## config.mk

```make
export PLATFORM = sky130hd
export DESIGN_NAME = pix_out_cfg_regs
export DESIGN_NICKNAME = d
export VERILOG_FILES = /design/src/hdl/pix_out_cfg_pkg.sv /design/src/hdl/pix_out_cfg_regs.sv
export SDC_FILE = /design/constraint.sdc
export NUM_CORES = 1
export LEC_CHECK = 0
export ABC_AREA = 0
export ABC_CLOCK_PERIOD_IN_PS = 4800
export BUFFER_PORTS_ARGS = -buffer_cell sky130_fd_sc_hd__buf_2
export CORE_MARGIN = 10
export CORE_UTILIZATION = 53
export DETAILED_ROUTE_END_ITERATION = 7
export PLACE_DENSITY = 0.82
export SLEW_MARGIN = 10
export SYNTH_ARGS = -nofsm -noshare
export SYNTH_HDL_FRONTEND = slang
export SYNTH_SLANG_ARGS = --single-unit
```

## constraint.sdc

```tcl
create_clock -name MCLK_I -period 4.8 [get_ports MCLK_I]
set_input_delay 0.96 -clock MCLK_I [delete_from_list [all_inputs] [get_ports MCLK_I]]
set_output_delay 0.96 -clock MCLK_I [all_outputs]
set_load 0.02 [all_outputs]
```

## src/hdl/pix_out_cfg_pkg.sv

```systemverilog
// constants for the pixel output configuration register bank
// assumes an AXI4-Lite master with 32-bit data and aligned word access
package pix_out_cfg_pkg;

  // --------------------------------------------------------------------------
  // register byte offsets
  // --------------------------------------------------------------------------
  localparam int          ADDR_W             = 12;
  localparam logic [11:0] OFS_BIT_SHIFT      = 12'h104;
  localparam logic [11:0] OFS_TAP_COUNT      = 12'h108;
  localparam logic [11:0] OFS_TAP_FORMAT     = 12'h10c;
  localparam logic [11:0] OFS_LOOKUP_TABLE_SELECT     = 12'h118;
  localparam logic [11:0] OFS_LOOKUP_TABLE_ENABLE     = 12'h11c;
  localparam logic [11:0] OFS_DEFECT_FIX     = 12'h120;
  localparam logic [11:0] OFS_HOT_FIX        = 12'h124;
  localparam logic [11:0] OFS_FLAT_FIX       = 12'h128;
  localparam logic [11:0] OFS_INVERT         = 12'h188;
  localparam logic [11:0] OFS_BALANCE_MODE   = 12'h300;
  localparam logic [11:0] OFS_COEF_RED       = 12'h304;
  localparam logic [11:0] OFS_COEF_GREEN     = 12'h308;
  localparam logic [11:0] OFS_COEF_BLUE      = 12'h30c;
  localparam logic [11:0] OFS_GAIN_RED       = 12'h310;
  localparam logic [11:0] OFS_GAIN_GREEN     = 12'h314;
  localparam logic [11:0] OFS_GAIN_BLUE      = 12'h318;
  localparam logic [11:0] OFS_OFFSET_RED     = 12'h31c;
  localparam logic [11:0] OFS_OFFSET_GREEN   = 12'h320;
  localparam logic [11:0] OFS_OFFSET_BLUE    = 12'h324;

  // --------------------------------------------------------------------------
  // field widths and reset values
  // --------------------------------------------------------------------------
  localparam int          COEF_W             = 12;
  localparam int          PIX_W              = 16;
  localparam logic [11:0] COEF_RESET         = 12'h000;
  localparam logic [3:0]  SHIFT_RESET        = 4'h0;
  localparam logic [1:0]  RESP_OKAY          = 2'h0;
  localparam logic [1:0]  RESP_SLVERR        = 2'h2;

  // --------------------------------------------------------------------------
  // field encodings
  // --------------------------------------------------------------------------
  localparam logic [1:0]  TAP_SINGLE         = 2'h0;
  localparam logic [1:0]  TAP_DUAL           = 2'h1;
  localparam logic [2:0]  FMT_ONE_OUTPUT     = 3'h0;
  localparam logic [2:0]  FMT_INTERLEAVED    = 3'h1;
  localparam logic [2:0]  FMT_SEQUENTIAL     = 3'h2;
  localparam logic [3:0]  SHIFT_RESERVED     = 4'h8;
  localparam logic [1:0]  BALANCE_OFF        = 2'h0;
  localparam logic [1:0]  BALANCE_ONCE       = 2'h1;
  localparam logic [1:0]  BALANCE_AUTO       = 2'h2;
  localparam logic [1:0]  BALANCE_MANUAL     = 2'h3;

  typedef enum logic [2:0] {
    WR_IDLE = 3'b001,
    WR_RESP = 3'b010,
    WR_HOLD = 3'b100
  } wr_state_e;

endpackage

```

## src/hdl/pix_out_cfg_regs.sv

```systemverilog
// register bank and pixel controls for the output and correction path
// assumes an AXI4-Lite master on MCLK_I and a calculated coefficient source
//
// Decided for this implementation: the AXI4-Lite interface to the registers.
`timescale 1ns/1ps
module pix_out_cfg_regs
  import pix_out_cfg_pkg::*;
(
  input  wire logic                MCLK_I,
  input  wire logic                RESET_I,
  // axi4-lite slave
  input  wire logic [ADDR_W-1:0]   S_AXI_AWADDR_I,
  input  wire logic                S_AXI_AWVALID_I,
  output logic                     S_AXI_AWREADY_O,
  input  wire logic [31:0]         S_AXI_WDATA_I,
  input  wire logic [3:0]          S_AXI_WSTRB_I,
  input  wire logic                S_AXI_WVALID_I,
  output logic                     S_AXI_WREADY_O,
  output logic [1:0]               S_AXI_BRESP_O,
  output logic                     S_AXI_BVALID_O,
  input  wire logic                S_AXI_BREADY_I,
  input  wire logic [ADDR_W-1:0]   S_AXI_ARADDR_I,
  input  wire logic                S_AXI_ARVALID_I,
  output logic                     S_AXI_ARREADY_O,
  output logic [31:0]              S_AXI_RDATA_O,
  output logic [1:0]               S_AXI_RRESP_O,
  output logic                     S_AXI_RVALID_O,
  input  wire logic                S_AXI_RREADY_I,
  // calculated white balance coefficients
  input  wire logic [COEF_W-1:0]   CALC_COEF_RED_I,
  input  wire logic [COEF_W-1:0]   CALC_COEF_GREEN_I,
  input  wire logic [COEF_W-1:0]   CALC_COEF_BLUE_I,
  input  wire logic                CALC_COEF_VALID_I,
  output logic                     BALANCE_CALC_RUN_O,
  // pixel path
  input  wire logic [PIX_W-1:0]    PIX_DATA_I,
  input  wire logic [PIX_W-1:0]    LUT1_DATA_I,
  input  wire logic [PIX_W-1:0]    LUT2_DATA_I,
  output logic [PIX_W-1:0]         PIX_DATA_O,
  // decoded controls
  output logic                     TAP_DUAL_O,
  output logic                     TAP_CFG_ERR_O,
  output logic                     FMT_INTERLEAVED_O,
  output logic                     FMT_SEQUENTIAL_O,
  output logic                     FMT_CFG_ERR_O,
  output logic                     BALANCE_APPLY_O,
  output logic [COEF_W-1:0]        COEF_RED_O,
  output logic [COEF_W-1:0]        COEF_GREEN_O,
  output logic [COEF_W-1:0]        COEF_BLUE_O,
  output logic [COEF_W-1:0]        GAIN_RED_O,
  output logic [COEF_W-1:0]        GAIN_GREEN_O,
  output logic [COEF_W-1:0]        GAIN_BLUE_O,
  output logic [COEF_W-1:0]        OFFSET_RED_O,
  output logic [COEF_W-1:0]        OFFSET_GREEN_O,
  output logic [COEF_W-1:0]        OFFSET_BLUE_O,
  output logic                     DEFECT_FIX_STATIC_O,
  output logic                     DEFECT_FIX_DYNAMIC_O,
  output logic                     HOT_FIX_STATIC_O,
  output logic                     HOT_FIX_DYNAMIC_O,
  output logic                     FLAT_FIX_ENABLE_O
);

  // --------------------------------------------------------------------------
  // storage
  // --------------------------------------------------------------------------
  logic [3:0]        shift_reg;
  logic [1:0]        tap_count_reg;
  logic [2:0]        tap_format_reg;
  logic              lookup_table_select_reg;
  logic              lookup_table_enable_reg;
  logic [1:0]        defect_fix_reg;
  logic [1:0]        hot_fix_reg;
  logic              flat_fix_reg;
  logic              invert_reg;
  logic [1:0]        balance_mode_reg;
  logic [COEF_W-1:0] coef_reg   [3];
  logic [COEF_W-1:0] gain_reg   [3];
  logic [COEF_W-1:0] offset_reg [3];
  logic              once_done_reg;

  // --------------------------------------------------------------------------
  // write channel
  // --------------------------------------------------------------------------
  wr_state_e         wr_state_reg;
  logic              aw_held_reg;
  logic              w_held_reg;
  logic [ADDR_W-1:0] aw_addr_reg;
  logic [31:0]       w_data_reg;
  logic [3:0]        w_strb_reg;
  logic              wr_fire;
  logic              wr_hit;
  logic [ADDR_W-1:0] wr_addr;
  logic [31:0]       wr_data;
  logic [3:0]        wr_strb;
  logic [1:0]        bresp_reg;

  assign S_AXI_AWREADY_O = (wr_state_reg == WR_IDLE) && !aw_held_reg;
  assign S_AXI_WREADY_O  = (wr_state_reg == WR_IDLE) && !w_held_reg;
  assign S_AXI_BVALID_O  = (wr_state_reg == WR_RESP);
  assign S_AXI_BRESP_O   = bresp_reg;

  always_comb begin
    wr_addr = aw_held_reg ? aw_addr_reg : S_AXI_AWADDR_I;
    wr_data = w_held_reg ? w_data_reg : S_AXI_WDATA_I;
    wr_strb = w_held_reg ? w_strb_reg : S_AXI_WSTRB_I;
    wr_fire = (wr_state_reg == WR_IDLE)
              && (aw_held_reg || S_AXI_AWVALID_I)
              && (w_held_reg || S_AXI_WVALID_I);
  end

  always_ff @(posedge MCLK_I) begin
    if (RESET_I) begin
      wr_state_reg <= WR_IDLE;
      aw_held_reg  <= 1'b0;
      w_held_reg   <= 1'b0;
      aw_addr_reg  <= '0;
      w_data_reg   <= '0;
      w_strb_reg   <= '0;
      bresp_reg    <= RESP_OKAY;
    end else begin
      unique case (wr_state_reg)
        WR_IDLE: begin
          if (wr_fire) begin
            aw_held_reg  <= 1'b0;
            w_held_reg   <= 1'b0;
            bresp_reg    <= wr_hit ? RESP_OKAY : RESP_SLVERR;
            wr_state_reg <= WR_RESP;
          end else begin
            if (S_AXI_AWVALID_I && !aw_held_reg) begin
              aw_held_reg <= 1'b1;
              aw_addr_reg <= S_AXI_AWADDR_I;
            end
            if (S_AXI_WVALID_I && !w_held_reg) begin
              w_held_reg <= 1'b1;
              w_data_reg <= S_AXI_WDATA_I;
              w_strb_reg <= S_AXI_WSTRB_I;
            end
          end
        end
        WR_RESP: begin
          if (S_AXI_BREADY_I) begin
            wr_state_reg <= WR_HOLD;
          end
        end
        WR_HOLD: begin
          wr_state_reg <= WR_IDLE;
        end
      endcase
    end
  end

  // --------------------------------------------------------------------------
  // address decode
  // --------------------------------------------------------------------------
  function automatic logic known_addr(input logic [ADDR_W-1:0] a);
    unique case (a)
      OFS_BIT_SHIFT, OFS_TAP_COUNT, OFS_TAP_FORMAT, OFS_LOOKUP_TABLE_SELECT,
      OFS_LOOKUP_TABLE_ENABLE, OFS_DEFECT_FIX, OFS_HOT_FIX, OFS_FLAT_FIX,
      OFS_INVERT, OFS_BALANCE_MODE, OFS_COEF_RED, OFS_COEF_GREEN,
      OFS_COEF_BLUE, OFS_GAIN_RED, OFS_GAIN_GREEN, OFS_GAIN_BLUE,
      OFS_OFFSET_RED, OFS_OFFSET_GREEN, OFS_OFFSET_BLUE: known_addr = 1'b1;
      default: known_addr = 1'b0;
    endcase
  endfunction

  assign wr_hit = known_addr(wr_addr);

  logic wr_lo;
  logic wr_hi;
  assign wr_lo = wr_fire && wr_strb[0];
  assign wr_hi = wr_fire && wr_strb[1];

  // --------------------------------------------------------------------------
  // control registers
  // --------------------------------------------------------------------------
  always_ff @(posedge MCLK_I) begin
    if (RESET_I) begin
      shift_reg      <= SHIFT_RESET;
      tap_count_reg  <= TAP_SINGLE;
      tap_format_reg <= FMT_ONE_OUTPUT;
      lookup_table_select_reg <= 1'b0;
      lookup_table_enable_reg <= 1'b0;
      defect_fix_reg <= 2'h0;
      hot_fix_reg    <= 2'h0;
      flat_fix_reg   <= 1'b0;
      invert_reg     <= 1'b0;
      balance_mode_reg <= BALANCE_OFF;
    end else if (wr_lo) begin
      // only the low field bits are kept
      unique case (wr_addr)
        OFS_BIT_SHIFT:  shift_reg      <= wr_data[3:0];
        OFS_TAP_COUNT:  tap_count_reg  <= wr_data[1:0];
        OFS_TAP_FORMAT: tap_format_reg <= wr_data[2:0];
        OFS_LOOKUP_TABLE_SELECT: lookup_table_select_reg <= wr_data[0];
        OFS_LOOKUP_TABLE_ENABLE: lookup_table_enable_reg <= wr_data[0];
        OFS_DEFECT_FIX: defect_fix_reg <= wr_data[1:0];
        OFS_HOT_FIX:    hot_fix_reg    <= wr_data[1:0];
        OFS_FLAT_FIX:   flat_fix_reg   <= wr_data[0];
        OFS_INVERT:     invert_reg     <= wr_data[0];
        OFS_BALANCE_MODE: balance_mode_reg <= wr_data[1:0];
        default: ;
      endcase
    end
  end

  logic calc_take;
  assign calc_take = CALC_COEF_VALID_I
                     && (balance_mode_reg == BALANCE_AUTO
                         || (balance_mode_reg == BALANCE_ONCE && !once_done_reg));

  // one-shot balance: one calculated set per write of the once mode
  // a take wins over a re-arm in the same cycle
  always_ff @(posedge MCLK_I) begin
    if (RESET_I) begin
      once_done_reg <= 1'b0;
    end else if (calc_take && balance_mode_reg == BALANCE_ONCE) begin
      once_done_reg <= 1'b1;
    end else if (wr_lo && wr_addr == OFS_BALANCE_MODE) begin
      once_done_reg <= 1'b0;
    end
  end

  // --------------------------------------------------------------------------
  // per-channel coefficient, gain and offset
  // --------------------------------------------------------------------------
  logic [ADDR_W-1:0] coef_ofs   [3];
  logic [ADDR_W-1:0] gain_ofs   [3];
  logic [ADDR_W-1:0] offset_ofs [3];
  logic [COEF_W-1:0] calc_coef  [3];
  assign coef_ofs   = '{OFS_COEF_RED, OFS_COEF_GREEN, OFS_COEF_BLUE};
  assign gain_ofs   = '{OFS_GAIN_RED, OFS_GAIN_GREEN, OFS_GAIN_BLUE};
  assign offset_ofs = '{OFS_OFFSET_RED, OFS_OFFSET_GREEN, OFS_OFFSET_BLUE};
  assign calc_coef  = '{CALC_COEF_RED_I, CALC_COEF_GREEN_I, CALC_COEF_BLUE_I};

  // calculated value beats a software write
  for (genvar ch = 0; ch < 3; ch++) begin : g_chan
    always_ff @(posedge MCLK_I) begin
      if (RESET_I) begin
        coef_reg[ch] <= COEF_RESET;
      end else if (calc_take) begin
        coef_reg[ch] <= calc_coef[ch];
      end else if (balance_mode_reg == BALANCE_MANUAL && wr_addr == coef_ofs[ch]) begin
        if (wr_lo) coef_reg[ch][7:0] <= wr_data[7:0];
        if (wr_hi) coef_reg[ch][11:8] <= wr_data[11:8];
      end
    end

    always_ff @(posedge MCLK_I) begin
      if (RESET_I) begin
        gain_reg[ch]   <= COEF_RESET;
        offset_reg[ch] <= COEF_RESET;
      end else begin
        if (wr_addr == gain_ofs[ch]) begin
          if (wr_lo) gain_reg[ch][7:0] <= wr_data[7:0];
          if (wr_hi) gain_reg[ch][11:8] <= wr_data[11:8];
        end
        if (wr_addr == offset_ofs[ch]) begin
          if (wr_lo) offset_reg[ch][7:0] <= wr_data[7:0];
          if (wr_hi) offset_reg[ch][11:8] <= wr_data[11:8];
        end
      end
    end
  end

  // --------------------------------------------------------------------------
  // read channel
  // --------------------------------------------------------------------------
  logic        rvalid_reg;
  logic [31:0] rdata_reg;
  logic [1:0]  rresp_reg;
  logic [31:0] rd_mux;

  assign S_AXI_ARREADY_O = !rvalid_reg;
  assign S_AXI_RVALID_O  = rvalid_reg;
  assign S_AXI_RDATA_O   = rdata_reg;
  assign S_AXI_RRESP_O   = rresp_reg;

  always_comb begin
    rd_mux = '0;
    unique case (S_AXI_ARADDR_I)
      OFS_BIT_SHIFT:    rd_mux[3:0]  = shift_reg;
      OFS_TAP_COUNT:    rd_mux[1:0]  = tap_count_reg;
      OFS_TAP_FORMAT:   rd_mux[2:0]  = tap_format_reg;
      OFS_LOOKUP_TABLE_SELECT:   rd_mux[0]    = lookup_table_select_reg;
      OFS_LOOKUP_TABLE_ENABLE:   rd_mux[0]    = lookup_table_enable_reg;
      OFS_DEFECT_FIX:   rd_mux[1:0]  = defect_fix_reg;
      OFS_HOT_FIX:      rd_mux[1:0]  = hot_fix_reg;
      OFS_FLAT_FIX:     rd_mux[0]    = flat_fix_reg;
      OFS_INVERT:       rd_mux[0]    = invert_reg;
      OFS_BALANCE_MODE: rd_mux[1:0]  = balance_mode_reg;
      OFS_COEF_RED:     rd_mux[11:0] = coef_reg[0];
      OFS_COEF_GREEN:   rd_mux[11:0] = coef_reg[1];
      OFS_COEF_BLUE:    rd_mux[11:0] = coef_reg[2];
      OFS_GAIN_RED:     rd_mux[11:0] = gain_reg[0];
      OFS_GAIN_GREEN:   rd_mux[11:0] = gain_reg[1];
      OFS_GAIN_BLUE:    rd_mux[11:0] = gain_reg[2];
      OFS_OFFSET_RED:   rd_mux[11:0] = offset_reg[0];
      OFS_OFFSET_GREEN: rd_mux[11:0] = offset_reg[1];
      OFS_OFFSET_BLUE:  rd_mux[11:0] = offset_reg[2];
      default: ;
    endcase
  end

  always_ff @(posedge MCLK_I) begin
    if (RESET_I) begin
      rvalid_reg <= 1'b0;
      rdata_reg  <= '0;
      rresp_reg  <= RESP_OKAY;
    end else if (rvalid_reg) begin
      if (S_AXI_RREADY_I) rvalid_reg <= 1'b0;
    end else if (S_AXI_ARVALID_I) begin
      rvalid_reg <= 1'b1;
      rdata_reg  <= rd_mux;
      rresp_reg  <= known_addr(S_AXI_ARADDR_I) ? RESP_OKAY : RESP_SLVERR;
    end
  end

  // --------------------------------------------------------------------------
  // pixel path: table, shift, invert
  // --------------------------------------------------------------------------
  logic [PIX_W-1:0] lut_out;
  logic [PIX_W-1:0] shifted;
  logic [PIX_W-1:0] pix_reg;

  always_comb begin
    lut_out = PIX_DATA_I;
    if (lookup_table_enable_reg) begin
      lut_out = lookup_table_select_reg ? LUT2_DATA_I : LUT1_DATA_I;
    end
    if (shift_reg[3] == 1'b0) begin
      shifted = lut_out << shift_reg[2:0];
    end else if (shift_reg == SHIFT_RESERVED) begin
      shifted = lut_out;
    end else begin
      shifted = lut_out >> shift_reg[2:0];
    end
  end

  always_ff @(posedge MCLK_I) begin
    if (RESET_I) begin
      pix_reg <= '0;
    end else begin
      pix_reg <= invert_reg ? ~shifted : shifted;
    end
  end

  // --------------------------------------------------------------------------
  // decoded outputs
  // --------------------------------------------------------------------------
  assign PIX_DATA_O           = pix_reg;
  assign TAP_DUAL_O           = (tap_count_reg == TAP_DUAL);
  assign TAP_CFG_ERR_O        = tap_count_reg[1];
  assign FMT_INTERLEAVED_O    = (tap_format_reg == FMT_INTERLEAVED);
  assign FMT_SEQUENTIAL_O     = (tap_format_reg == FMT_SEQUENTIAL);
  assign FMT_CFG_ERR_O        = (tap_format_reg > FMT_SEQUENTIAL);
  assign BALANCE_APPLY_O      = (balance_mode_reg != BALANCE_OFF);
  assign BALANCE_CALC_RUN_O   = calc_take || (balance_mode_reg == BALANCE_AUTO);
  assign COEF_RED_O           = coef_reg[0];
  assign COEF_GREEN_O         = coef_reg[1];
  assign COEF_BLUE_O          = coef_reg[2];
  assign GAIN_RED_O           = gain_reg[0];
  assign GAIN_GREEN_O         = gain_reg[1];
  assign GAIN_BLUE_O          = gain_reg[2];
  assign OFFSET_RED_O         = offset_reg[0];
  assign OFFSET_GREEN_O       = offset_reg[1];
  assign OFFSET_BLUE_O        = offset_reg[2];
  assign DEFECT_FIX_STATIC_O  = defect_fix_reg[0];
  assign DEFECT_FIX_DYNAMIC_O = defect_fix_reg[1];
  assign HOT_FIX_STATIC_O     = hot_fix_reg[0];
  assign HOT_FIX_DYNAMIC_O    = hot_fix_reg[1];
  assign FLAT_FIX_ENABLE_O    = flat_fix_reg;

endmodule

```

==> results.toml <==
[sta]
rsz0062_at_grt = "no"
relSlewSlack = 0.238
slew_viol_final = 0
post-route-period-util = 0.746
worst_slew_pin_slew_ns = 1.11
finClkSkew_ns = 0.0124
max_clock_freq_mhz = 279
finalSetupViolCount = 0
finalHoldViolCount = 0
finalCriticalPeriod_ns = 3.58
setup_tns_ns = 0

[logic_synthesis]
seq_area_frac_synth = 0.456
ys_types = 77
synth_top_area_cell = "edfxtp_1"
ys_seq_elements = 190
synth_edf_count = 108
syn_inst = 1081
synth_top_area_share = 0.303
syn-cell-area_um2 = 10700
synth.area.top_cells = "edfxtp_1, dfxtp_1, mux4_2"
yosysWarnings = 0
async_reset_ff_frac = 0
synth_flop_cell = "edfxtp_1"
postSynthAreaPerCell_um2 = 9.91

[routing]
routedWlPerCell_um = 23.1
ant_nets = 0
vias = 10200
drc_errors = 0
vias_per_cell = 6.36
routed_wl_um = 37200
drt_iter0_drc = 1242
wl_met2_um = 17800
met3_length_um = 4630
drt-met1-wl_um = 13300
dr.pass1.iters = 6
top_layer_used = "met5"

[clocking]
cts_repair_resize_count = 0
cts_buffers = 17
cts_setup_buffers = 0
insertion_delay_ns = 0.44
cts-root-buf = "clkbuf_16"
cts-hold-fix-buffers = 0
cts_tree = "yes"
clock-sinks = 190
clockBufferDepth = 2
clk_pin_slew_ns = 0.08
htree_levels = 4

[grt]
grt_pass1_wl_um = 56200
grtUsageTotal = 0.272
grt_start_max_net_pins = 64
grt_pass1_vias = 10100
antenna_found_initial = 5
overflow = 0

[layout]
num-nets-final = 1482
syn2layout_area_growth_pct = 20.4
drive_gt1_frac = 0.313
fin_area_um2 = 12900
final_common_cell = "buf_2"
final_cell_mix = "buf_2, nor2_1, nand2_1"
final_cells = 1611
final_util = 0.656
fillerInstances = 1575

[worst_setup_path]
cp_slowest_cell = "dfxtp_1"
worst-setup-path-type = "reg -> reg"
max_stage_delay_ns = 0.81
crit_family = "simple AND/OR/NAND/NOR gates"
cp.required_ns = 4.95
startpoint = "aw_held_reg"
cp_cell_sequence = "nor4bb_1, o21ai_0, or2_2, nor4_1, nand2_1, nand2_1"
critPathArrivalTime_ns = 3.73
path_max_fanout = 23
end_kind = "flip-flop"
path_buf_inv = 0
worstSetupStartpointType = "flip-flop"
reg2reg_from = "aw_held_reg"
crit_top_cell = "nand2_1"

[placement]
dpl-instance-area_um2 = 12300
gp_congestion = 0.962
dp_hpwl_um = 28200
port_buffers = 284
dp.cells = 1576

[power_and_ir_drop]
pwr-share-comb = 0.157
p_sw_frac = 0.293
pwr-share-clk = 0.377
leakagePower_nw = 5.18
power_density_nw_per_um2 = 306
peakVddDrop_v = 0.000289
p_int_mw = 2.79
switching_power_mw = 1.15
seq_power_share = 0.466

[outcome]
status = "completed"

[floorplan]
fp.dieH_um = 162
die_x_um = 162
core_area_um2 = 19700
ios = 329
row_count = 51
initial_core_util = 0.545
die_area_um2 = 26300

[flow_run]
cap_violations = 0

[worst_hold_path]
hp-start = "w_data_reg[9]"
hold_path_class = "reg -> reg"
-- per-layer routing --
layer	up-vias	track usage
li1	4565	-
met5	-	0
met2	764	0.446
met4	4	0.111
met1	4783	0.330
met3	131	0.0753
-- worst reg2reg max path, stage by stage (launching register included) --
cell      delay [ns]
dfxtp_1         0.81
nor4bb_1        0.51
o21ai_0         0.31
or2_2           0.41
nor4_1          0.74
nand2_1         0.27
nand2_1         0.24
-- power by group through the flow --
stage | registers [mW] | clock network, mW | logic (mW)
2_1_floorplan | 1.92 | 0 | 0.347
3_3_place_gp | 1.87 | 0 | 0.599
3_5_place_dp | 1.87 | 0 | 0.608
4_1_cts | 1.84 | 1.48 | 0.613
5_1_grt | 1.84 | 1.56 | 0.666
6_report | 1.84 | 1.49 | 0.620
-- path summary, 6_finish.rpt --
check,end,slack (ns),cells after the start
worst max register to register,coef_reg[2][10],1.22,6
worst min register to register,w_data_reg[9],0.45,2
worst min-delay path,w_data_reg[9],0.45,2
worst max-delay path,coef_reg[2][10],1.22,6
-- through the flow --
stage / power (mW) / worst slack (ns) / hold WS [ns]
2_1_floorplan: 2.26 / 1.81 / 0.427
3_3_place_gp: 2.47 / 0.928 / 0.434
3_5_place_dp: 2.48 / 0.844 / 0.443
4_1_cts: 3.93 / 1.26 / 0.453
5_1_grt: 4.07 / 0.907 / 0.470
6_report: 3.94 / 1.22 / 0.451
-- cell usage after synthesis (9+ instances only) --
master     instances
a21o_1            12
buf_2             12
inv_1             14
buf_4             24
nor4_1            12
a22oi_1           22
o211ai_1          12
mux2i_1           59
mux2_2            25
o2bb2ai_1         36
nand2_1          122
a221oi_1          14
nand3_1           16
clkbuf_1          47
a21oi_1           56
edfxtp_1         108
nor3b_1           10
nor2_1           161
a222oi_1          10
o21ai_0           22
mux4_2            27
nor3_1            31
dfxtp_1           82
a211oi_1          24
buf_1              9
-- cells by family (layout without fill, tap and decap cells) --
kind of cell | count (synthesis) | after routing | share of synthesized area
muxes | 112 | 112 | 0.139
xor gates and xnor gates | 1 | 1 | 0.000818
AOI/OAI and AO/OA | 259 | 259 | 0.177
and+or+nand+nor | 411 | 411 | 0.179
buffers and inverters | 107 | 348 | 0.0473
DFF | 190 | 190 | 0.456
other | 1 | 25 | 0.000350
-- layout make-up --
| class | count | area, µm² | area share |
|---|---|---|---|
| diodes | 3 | 7.51 | 0.000582 |
| clock buffers | 17 | 425 | 0.0330 |
| clock inverters | 15 | 196 | 0.0152 |
| inverters | 15 | 56.3 | 0.00436 |
| multi-input cells | 805 | 5450 | 0.422 |
| flip-flops and latches | 190 | 4890 | 0.379 |
| well taps | 265 | 332 | 0.0257 |
| repair buffers | 301 | 1550 | 0.120 |
No activity file was read; power rests on OpenSTA's default activity.
